<file path="src/design/xiem_consts.svh">
// constants for the extended interrupt enable mask block
// assumes inclusion by bare name from design files
`ifndef XIEM_CONSTS_SVH
`define XIEM_CONSTS_SVH

// register index of the mask word; its byte address is four times the index
`define XIEM_MASK_OFFSET   8'hE6
`define XIEM_MASK_RESET    8'h00
`define XIEM_BIT_TIMER3    3'h7
`define XIEM_BIT_COMP1     3'h6
`define XIEM_BIT_COMP0     3'h5
`define XIEM_BIT_PCA       3'h4
`define XIEM_BIT_CONV      3'h3
`define XIEM_BIT_WINDOW    3'h2
`define XIEM_BIT_BUSFN     3'h1
`define XIEM_BIT_TWOWIRE   3'h0
`define XIEM_RESP_OKAY     2'h0
`define XIEM_RESP_DECERR   2'h3

`endif

</file>
<file path="src/design/xiem_pkg.sv">
// types for the extended interrupt enable mask block
// assumes the constants header is included where offsets are needed
package xiem_pkg;
   typedef logic [7:0] xiem_mask_t;
   typedef logic [1:0] xiem_resp_t;
endpackage

</file>
<file path="src/design/xiem_gate.sv">
// per-source request gating: one and-gate per mask bit
// assumes raw requests already synchronous to clk
`timescale 1ns/10ps
`default_nettype none
module xiem_gate
   import xiem_pkg::*;
(
   input  wire xiem_mask_t mask,      // enable bits
   input  wire xiem_mask_t raw_req,   // grouped source requests
   output logic [7:0]      gated_req  // requests passed to core
);
   // one gate per source bit
   genvar g;
   generate
      for (g = 0; g < 8; g = g + 1)
      begin : gen_gate
         assign gated_req[g] = mask[g] & raw_req[g];
      end
   endgenerate
endmodule
`default_nettype wire

</file>
<file path="src/design/xiem_top.sv">
// extended interrupt enable mask: register over axi4-lite, gates eight sources
// assumes source flags are synchronous to clk (peripherals share the core clock)
// Behaviour
// - bit 7 passes timer3 low or high overflow requests, else blocks both
// - bit 6 passes comparator one rise or fall requests, else blocks
// - bit 5 passes comparator zero rise or fall requests, else blocks
// - bit 4 gates all counter array requests as one group
// - bit 3 gates the conversion done request
// - bit 2 gates the window match request
// - bit 1 gates all bus function controller requests as one group
`timescale 1ns/10ps
`default_nettype none
`include "xiem_consts.svh"
module xiem_top
   import xiem_pkg::*;
(
   input  wire logic        clk,                        // 100 MHz clock
   input  wire logic        resetn,                     // async reset, low
   input  wire logic [9:0]  s_axi_awaddr,               // write address
   input  wire logic        s_axi_awvalid,              // write address valid
   output logic             s_axi_awready,              // write address ready
   input  wire logic [31:0] s_axi_wdata,                // write data
   input  wire logic [3:0]  s_axi_wstrb,                // write strobes
   input  wire logic        s_axi_wvalid,               // write data valid
   output logic             s_axi_wready,               // write data ready
   output logic [1:0]       s_axi_bresp,                // write response
   output logic             s_axi_bvalid,               // write response valid
   input  wire logic        s_axi_bready,               // write response ready
   input  wire logic [9:0]  s_axi_araddr,               // read address
   input  wire logic        s_axi_arvalid,              // read address valid
   output logic             s_axi_arready,              // read address ready
   output logic [31:0]      s_axi_rdata,                // read data
   output logic [1:0]       s_axi_rresp,                // read response
   output logic             s_axi_rvalid,               // read data valid
   input  wire logic        s_axi_rready,               // read data ready
   input  wire logic        timer3_low_overflow_flag,   // timer3 low byte
   input  wire logic        timer3_high_overflow_flag,  // timer3 high byte
   input  wire logic        comparator1_rise_flag,      // comparator one rise
   input  wire logic        comparator1_fall_flag,      // comparator one fall
   input  wire logic        comparator0_rise_flag,      // comparator zero rise
   input  wire logic        comparator0_fall_flag,      // comparator zero fall
   input  wire logic        counter_array_req,          // any counter array request
   input  wire logic        conversion_done_flag,       // conversion complete
   input  wire logic        window_match_flag,          // window compare hit
   input  wire logic        bus_function_req,           // any bus function request
   input  wire logic        two_wire_req,               // any two wire request
   output logic [7:0]       irq_req,                    // gated requests to core
   output logic [7:0]       irq_mask                    // current mask value
);
   xiem_mask_t extended_irq_enable_one;
   xiem_mask_t next_mask;
   logic       aw_held;
   logic       w_held;
   logic [9:0] aw_addr;
   logic [31:0] w_data;
   logic       w_lane0;

   // write channel: accept address and data in either order
   wire aw_take  = s_axi_awvalid & s_axi_awready;
   wire w_take   = s_axi_wvalid & s_axi_wready;
   wire aw_have  = aw_held | aw_take;
   wire w_have   = w_held | w_take;
   wire [9:0] aw_cur = aw_held ? aw_addr : s_axi_awaddr;
   wire [31:0] w_cur = w_held ? w_data : s_axi_wdata;
   wire w_strb0  = w_held ? w_lane0 : s_axi_wstrb[0];
   wire do_write = aw_have & w_have & ~s_axi_bvalid;
   wire wr_hit   = aw_cur[9:2] == `XIEM_MASK_OFFSET;    // word index match
   assign s_axi_awready = ~aw_held & ~s_axi_bvalid;
   assign s_axi_wready  = ~w_held & ~s_axi_bvalid;
   assign next_mask = (do_write & wr_hit & w_strb0) ? w_cur[7:0] : extended_irq_enable_one;

   // read channel decode
   wire rd_take = s_axi_arvalid & s_axi_arready;
   wire rd_hit  = s_axi_araddr[9:2] == `XIEM_MASK_OFFSET;
   assign s_axi_arready = ~s_axi_rvalid;

   // capture halves of a write that arrive apart
   always_ff @(posedge clk or negedge resetn)
   begin
      if (!resetn)
      begin
         aw_held <= 1'b0;
         w_held  <= 1'b0;
         aw_addr <= 10'h000;
         w_data  <= 32'h0;
         w_lane0 <= 1'b0;
      end
      else
      begin
         aw_held <= aw_have & ~do_write;
         w_held  <= w_have & ~do_write;
         if (aw_take)
            aw_addr <= s_axi_awaddr;
         if (w_take)
         begin
            w_data  <= s_axi_wdata;
            w_lane0 <= s_axi_wstrb[0];
         end
      end
   end

   // mask register and write response
   always_ff @(posedge clk or negedge resetn)
   begin
      if (!resetn)
      begin
         extended_irq_enable_one <= `XIEM_MASK_RESET;
         s_axi_bvalid <= 1'b0;
         s_axi_bresp  <= 2'h0;
      end
      else
      begin
         extended_irq_enable_one <= next_mask;
         if (do_write)
         begin
            s_axi_bvalid <= 1'b1;
            s_axi_bresp  <= wr_hit ? `XIEM_RESP_OKAY : `XIEM_RESP_DECERR;
         end
         else if (s_axi_bready)
            s_axi_bvalid <= 1'b0;
      end
   end

   // read response, upper bits read zero
   always_ff @(posedge clk or negedge resetn)
   begin
      if (!resetn)
      begin
         s_axi_rvalid <= 1'b0;
         s_axi_rdata  <= 32'h0;
         s_axi_rresp  <= 2'h0;
      end
      else if (rd_take)
      begin
         s_axi_rvalid <= 1'b1;
         s_axi_rdata  <= rd_hit ? {24'h0, extended_irq_enable_one} : 32'h0;
         s_axi_rresp  <= rd_hit ? `XIEM_RESP_OKAY : `XIEM_RESP_DECERR;
      end
      else if (s_axi_rready)
         s_axi_rvalid <= 1'b0;
   end

   // group each source's flags into one raw request per mask bit
   xiem_mask_t raw_req;
   assign raw_req[`XIEM_BIT_TIMER3]  = timer3_low_overflow_flag | timer3_high_overflow_flag;
   assign raw_req[`XIEM_BIT_COMP1]   = comparator1_rise_flag | comparator1_fall_flag;
   assign raw_req[`XIEM_BIT_COMP0]   = comparator0_rise_flag | comparator0_fall_flag;
   assign raw_req[`XIEM_BIT_PCA]     = counter_array_req;
   assign raw_req[`XIEM_BIT_CONV]    = conversion_done_flag;
   assign raw_req[`XIEM_BIT_WINDOW]  = window_match_flag;
   assign raw_req[`XIEM_BIT_BUSFN]   = bus_function_req;
   assign raw_req[`XIEM_BIT_TWOWIRE] = two_wire_req;

   logic [7:0] gated;
   // per-bit mask gating
   xiem_gate u_gate (
      .mask      (extended_irq_enable_one),
      .raw_req   (raw_req),
      .gated_req (gated)
   );

   // registered outputs to the core
   always_ff @(posedge clk or negedge resetn)
   begin
      if (!resetn)
      begin
         irq_req  <= 8'h00;
         irq_mask <= 8'h00;
      end
      else
      begin
         irq_req  <= gated;
         irq_mask <= extended_irq_enable_one;
      end
   end

   // assertions
   chk_timer3_gate: assert property (@(posedge clk) disable iff (!resetn)
      irq_req[7] == $past(extended_irq_enable_one[7] & (timer3_low_overflow_flag | timer3_high_overflow_flag)))
      else $error("timer3 gating wrong");
   chk_comp1_gate: assert property (@(posedge clk) disable iff (!resetn)
      irq_req[6] == $past(extended_irq_enable_one[6] & (comparator1_rise_flag | comparator1_fall_flag)))
      else $error("comparator one gating wrong");
   chk_comp0_gate: assert property (@(posedge clk) disable iff (!resetn)
      irq_req[5] == $past(extended_irq_enable_one[5] & (comparator0_rise_flag | comparator0_fall_flag)))
      else $error("comparator zero gating wrong");
   chk_pca_block: assert property (@(posedge clk) disable iff (!resetn)
      !extended_irq_enable_one[4] |=> !irq_req[4])
      else $error("counter array not blocked");
   chk_conv_pass: assert property (@(posedge clk) disable iff (!resetn)
      (extended_irq_enable_one[3] && conversion_done_flag) |=> irq_req[3])
      else $error("conversion request lost");
   chk_window_gate: assert property (@(posedge clk) disable iff (!resetn)
      irq_req[2] |-> $past(extended_irq_enable_one[2] && window_match_flag))
      else $error("window request leaked");
   chk_busfn_gate: assert property (@(posedge clk) disable iff (!resetn)
      irq_req[1] == $past(extended_irq_enable_one[1] & bus_function_req))
      else $error("bus function gating wrong");
   chk_twowire_gate: assert property (@(posedge clk) disable iff (!resetn)
      irq_req[0] == $past(extended_irq_enable_one[0] & two_wire_req))
      else $error("two wire gating wrong");
   chk_mask_write: assert property (@(posedge clk) disable iff (!resetn)
      (do_write && wr_hit && w_strb0) |=> ##1 irq_mask == $past(w_cur[7:0], 2))
      else $error("mask write not stored");

   // writes that miss the word or lane zero must leave the mask alone
   chk_miss_kept: assert property (@(posedge clk) disable iff (!resetn)
      (do_write && !wr_hit) |=> $stable(extended_irq_enable_one))
      else $error("unmapped write changed mask");
   chk_lane_kept: assert property (@(posedge clk) disable iff (!resetn)
      (do_write && !w_strb0) |=> $stable(extended_irq_enable_one))
      else $error("write without lane zero changed mask");

   // every complete write gets its response on the next edge
   chk_bresp_due: assert property (@(posedge clk) disable iff (!resetn)
      do_write |=> s_axi_bvalid)
      else $error("write response missing");

   // read data carries the mask as it stood when the address was taken
   chk_read_data: assert property (@(posedge clk) disable iff (!resetn)
      (rd_take && rd_hit) |=> s_axi_rdata == {24'h0, $past(extended_irq_enable_one)})
      else $error("read data not the mask");
endmodule
`default_nettype wire

</file>
<file path="config.mk">
export PLATFORM = sky130hd
export DESIGN_NAME = xiem_top
export DESIGN_NICKNAME = d
export VERILOG_FILES = /design/src/design/xiem_pkg.sv /design/src/design/xiem_gate.sv /design/src/design/xiem_top.sv
export VERILOG_INCLUDE_DIRS = /design/src /design/src/design
export SDC_FILE = /design/constraint.sdc
export NUM_CORES = 1
export LEC_CHECK = 0
export BUFFER_PORTS_ARGS = -buffer_cell sky130_fd_sc_hd__buf_2
export CORE_MARGIN = 1
export CORE_UTILIZATION = 40
export DETAILED_ROUTE_END_ITERATION = 10
export PLACE_DENSITY = 0.76
export SLEW_MARGIN = 20
export SYNTH_ARGS = -nofsm -noshare
export SYNTH_HDL_FRONTEND = slang
export SYNTH_HIERARCHICAL = 1
export SYNTH_SLANG_ARGS = --single-unit
</file>
<file path="constraint.sdc">
create_clock -name clk -period 1.45 [get_ports clk]
set_input_delay 0.2175 -clock clk [delete_from_list [all_inputs] [get_ports clk]]
set_output_delay 0.2175 -clock clk [all_outputs]
set_load 0.02 [all_outputs]
</file>
==> flow_summary.json, run 1 <==
{
  "cts-root-buf": "clkbuf_8",
  "finalWorstSetupSlack_ps": -76.2,
  "use_met2": 0.245,
  "finalWeightedCongestion": 0.668,
  "synth_commonest_cells": "dfrtp_1, buf_4, mux2_2",
  "io_pins": 131,
  "final_area_um2": 3080,
  "grt_pass1_vias": 1469,
  "power_density_nw_per_um2": 1560,
  "outcome": "finished with violations",
  "finalCritPeriodShare": 1.05,
  "vias": 1531,
  "track_usage": 0.140,
  "synth_edf_count": 0,
  "diodes": 0,
  "cts_sinks": 55,
  "antenna_found_initial": 0,
  "syn_avg_cell_area_um2": 14.1,
  "rsz0062_at_grt": "yes",
  "hold_viol": 0,
  "cap_violations": 0,
  "synth_top_area_frac": 0.576,
  "yosysMostFrequentCell": "dfrtp_1",
  "die_x_um": 79.3,
  "yosysTopAreaCell": "dfrtp_1",
  "crit_type": "reg -> reg",
  "crit_fanout": 8,
  "wl_per_cell_um": 12.4,
  "final_util": 0.545,
  "final-seq-area_um2": 1380,
  "dr.pass1.iters": 4,
  "fin_nets": 339,
  "critPathArrivalTime_ps": 1720,
  "grt-busiest-layer": "met2",
  "grt_max_degree": 37,
  "design.die.area_um2": 6290,
  "slew_violations": 0,
  "critical_path.startpoint": "aw_addr[6]",
  "async_reset_ff_frac": 1.00,
  "postPlaceCellArea_um2": 2880,
  "synth_seq_cells": 55,
  "finalCriticalPeriod_ps": 1530,
  "ir_drop_mv": 0.905,
  "grt-ovfl-total": 0,
  "drt-total-wl_um": 4180,
  "dp_hpwl_um": 3160,
  "r2r_start": "aw_addr[6]",
  "die_h_um": 79.3,
  "yosys.cell_types.count": 31,
  "hold_class": "in -> reg",
  "synth_area_um2": 2390,
  "synth_ff_type": "dfrtp_1",
  "ys_warn_count": 6,
  "multi_input_area_um2": 901,
  "tritoncts": "done",
  "insertion_delay_ps": 300,
  "core_area_um2": 5640,
  "final_antenna_net_count": 0,
  "route.detailed.drc": 0,
  "start_kind": "flop",
  "critical_path_required_ps": 1640,
  "report.final.setup_viol": 9,
  "first_iter_violations": 40,
  "fillers": 501,
  "finClkSkew_ps": 8.12,
  "violations": "negative setup slack",
  "end_kind": "flop",
  "htree_num_levels": 2,
  "io_buffer_count": 75,
  "leakage_nw": 1.62,
  "cts_buffer_depth": 2,
  "yosys-top-cells-area": "dfrtp_1, mux2_2, buf_4",
  "grt_pass1_wl_um": 6700,
  "start_util": 0.424,
  "final_layout_size_suffix_gt1_frac": 0.571,
  "clk_pin_slew_ps": 100,
  "fp-row-count": 27,
  "fmax_mhz": 655,
  "use_met3": 0.0368,
  "numCtsBuffers": 5,
  "postSynthCellCount": 170,
  "finalSetupTns_ps": -506,
  "ys_seq_area_frac": 0.576,
  "grtUsageMet1": 0.166,
  "hold_ws_ps": 84.8,
  "holdCritStartpoint": "s_axi_rready",
  "areaGrowthSynthToFinish_pct": 28.7,
  "via_per_inst": 4.53
}
[worst paths after layout]
path | end | slack [ps] | cells past startpoint
min reg2reg | irq_mask[2] | 420 | 0
max reg2reg | extended_irq_enable_one[5] | -80 | 5
min | s_axi_rvalid | 80 | 2
max in group asynchronous | extended_irq_enable_one[7] | 500 | 3
min in group asynchronous | s_axi_rdata[7] | 400 | 2
max | extended_irq_enable_one[5] | -80 | 5
[cells by family (layout without fill, tap and decap cells)]
family,after synthesis,after routing,share of synthesized area
AOI/OAI and AO/OA,16,16,0.0571
DFF,55,55,0.576
other,1,24,0.00157
and+or+nand+nor,31,31,0.0974
buffers and inverters,33,106,0.0953
muxes,34,34,0.173
[cell type report]
| class | count | share of cell area |
|---|---|---|
| clock buffer | 6 | 0.0268 |
| clock inverter | 2 | 0.0126 |
| inverter | 3 | 0.00366 |
| multi-input combinational | 105 | 0.293 |
| sequential | 55 | 0.448 |
| tap | 72 | 0.0293 |
| timing repair buffer | 95 | 0.187 |
[metal layers]
metal | wire length, µm | vias to the layer above | part of all wire
li1 | - | 732 | -
met1 | 1790 | 731 | 0.43
met2 | 2100 | 64 | 0.50
met3 | 253 | 4 | 0.060
met4 | 39 | 0 | 0.0093
met5 | 0 | - | 0
[power breakdown]
group | total, mW | switching (mW) | internal (mW)
Clock | 1.07 | 0.498 | 0.569
Sequential | 2.10 | 0.222 | 1.88
Combinational | 1.63 | 0.714 | 0.919
[critical path, cell delays in order (launching register included)]
cell       delay, ps
dfrtp_1          390
nand4bb_4        230
nor4_4           230
o211ai_4         110
buf_12           160
mux2_4           300
[repair_timing]
item                                    CTS  global route
buffers inserted                          3             1
resized for setup                         3             5
endpoints found under the setup margin    8            15
pin swaps                                 2             0
hold buffers                              1             0
endpoints found under the hold margin    19             0
[registers in the layout (all words and copies together) (netlist names), 8 cells and up]
signal,count
irq_mask,8
irq_req,8
extended_irq_enable_one,8
w_data,8
s_axi_rdata,8
aw_addr,8
[per-stage QoR]
step	cells	total power [mW]	setup slack (ps)
global placement	325	3.59	-112
floorplan	193	3.18	-11.2
detailed placement	325	3.65	-134
finish	338	4.80	-76.2
global route	338	5.08	-127
CTS	337	4.79	-79.5
[layout by cell type, fill, tap and decap left out, drive strengths merged, types with 2 or more instances in the layout]
cell      n
a22o      8
and2      9
buf      94
clkbuf    6
conb     24
dfrtp    55
inv       4
mux2     34
nand2     3
nand4bb   2
nor2      6
o21ai     2
or2       3
Note: power is estimated with default switching activity, not from simulation.
==> inputs of run 2 (changes only) <==
- CELL_PAD_IN_SITES_DETAIL_PLACEMENT: not set -> 0
- CELL_PAD_IN_SITES_GLOBAL_PLACEMENT: not set -> 1
- CORE_UTILIZATION: 40 -> 30
- CTS_CLUSTER_DIAMETER: not set -> 30
- PLACE_DENSITY: 0.76 -> not set
- PLACE_DENSITY_LB_ADDON: not set -> 0.1
==> flow_summary.json, run 2 (synthesis gave the netlist of run 1 again) <==
{
  "finalSetupTns_ps": -770,
  "hold_class": "in -> reg",
  "cts_buffer_depth": 2,
  "hold_viol": 0,
  "rsz0062_at_grt": "yes",
  "finalWorstSetupSlack_ps": -103,
  "cap_violations": 0,
  "crit_type": "reg -> reg",
  "finClkSkew_ps": 12.9,
  "crit_path_max_incr_delay_ps": 400,
  "ir_drop_mv": 0.936,
  "cp_cell_sequence": "nand4bb_4, nor4_4, o211ai_4, buf_4, mux2_4",
  "die_h_um": 91.3,
  "fmax_mhz": 644,
  "dr.pass1.iters": 2,
  "placed_cells": 358,
  "first_iter_violations": 21,
  "tritoncts": "done",
  "report.final.setup_viol": 8,
  "io_buffer_count": 75,
  "finalCriticalPeriod_ps": 1550,
  "final_area_um2": 3150,
  "design.die.area_um2": 8330,
  "final_layout_size_suffix_gt1_frac": 0.570,
  "vias": 1506,
  "insertion_delay_ps": 310,
  "start_util": 0.309,
  "power_density_nw_per_um2": 1560,
  "final_antenna_net_count": 0,
  "pre_cts_slack_ps": -186,
  "via_per_inst": 4.05,
  "io_pins": 131,
  "crit_fanout": 3,
  "reg2reg_depth": 5,
  "grt_pass1_wl_um": 7200,
  "outcome": "finished with violations",
  "cts-root-buf": "clkbuf_8",
  "cts_sinks": 55,
  "end_kind": "flop",
  "r2r_start": "aw_addr[6]",
  "slew_violations": 0,
  "final_util": 0.408,
  "p_total_mw": 4.93,
  "start_kind": "flop",
  "fin_nets": 343,
  "final_common_cell": "buf_2",
  "finalWeightedCongestion": 0.640,
  "fp-row-count": 32,
  "finalCritPeriodShare": 1.07,
  "final_cell_mix": "buf_2, dfrtp_1, mux2_2",
  "final_cell_count_no_fill": 372,
  "core_area_um2": 7730,
  "drt-total-wl_um": 4350,
  "wl_per_cell_um": 11.7,
  "grt_max_degree": 56,
  "r2r_slack_ps": -100,
  "critPathArrivalTime_ps": 1750,
  "postPlaceCellArea_um2": 2940,
  "antenna_found_initial": 0,
  "numCtsBuffers": 5,
  "grt-ovfl-total": 0,
  "die_x_um": 91.3,
  "rr_endpoint": "extended_irq_enable_one[1]",
  "track_usage": 0.110,
  "hold_ws_ps": 81.9,
  "leakage_nw": 1.65,
  "dp_hpwl_um": 3140,
  "crit_end": "extended_irq_enable_one[1]",
  "diodes": 0,
  "slowest_stage": "dfrtp_1",
  "clk_pin_slew_ps": 100,
  "critical_path.startpoint": "aw_addr[6]",
  "grt_pass1_vias": 1454,
  "areaGrowthSynthToFinish_pct": 31.9,
  "route.detailed.drc": 0,
  "htree_num_levels": 2,
  "violations": "negative setup slack",
  "critical_path_required_ps": 1650
}
run 2: how the worst min path moves through the flow:
stage | from | to | slack, ps | cells past startpoint
2_1_floorplan | resetn | aw_addr[2] | -80 | 0
3_3_place_gp | resetn | s_axi_rresp[0] | 250 | 2
3_5_place_dp | resetn | s_axi_rresp[0] | 240 | 2
4_1_cts | s_axi_rready | s_axi_rvalid | 80 | 2
5_1_grt | s_axi_bready | s_axi_bvalid | 80 | 2
6_report | s_axi_rready | s_axi_rvalid | 80 | 2
run 2: repair_timing:
action,in CTS,in global routing
hold endpoints to repair,55,0
pin swaps,1,2
resized for setup,3,6
setup endpoints to repair,12,13
setup buffers,4,1
hold buffers,1,0
run 2: per-layer routing:
metal	up-vias	share of wire	GRT usage
met5	-	0	0
met4	0	0.0067	0.0317
met3	2	0.066	0.0327
met2	62	0.46	0.173
met1	710	0.46	0.148
li1	732	-	-
run 2: area by class of cell:
cell class	count	area [µm²]
clock inverter	3	71.3
tap	102	128
sequential	55	1380
fill	753	4580
multi-input combinational	105	890
inverter	3	11.3
timing repair buffer	99	604
clock buffer	5	68.8
run 2: report_power, final:
group          total [mW]  internal, mW  switching, mW
clock                1.22         0.701          0.515
combinational        1.62         0.921          0.696
sequential           2.09          1.88          0.214
total                4.93          3.50           1.42
run 2: critical path, delay by kind of cell, from the launching register on:
family	cells	cell delay [ps]
AO/OA/AOI/OAI	1	120
buffers and inverters	1	170
flip-flops	1	400
AND/OR/NAND/NOR	2	480
multiplexers	1	290
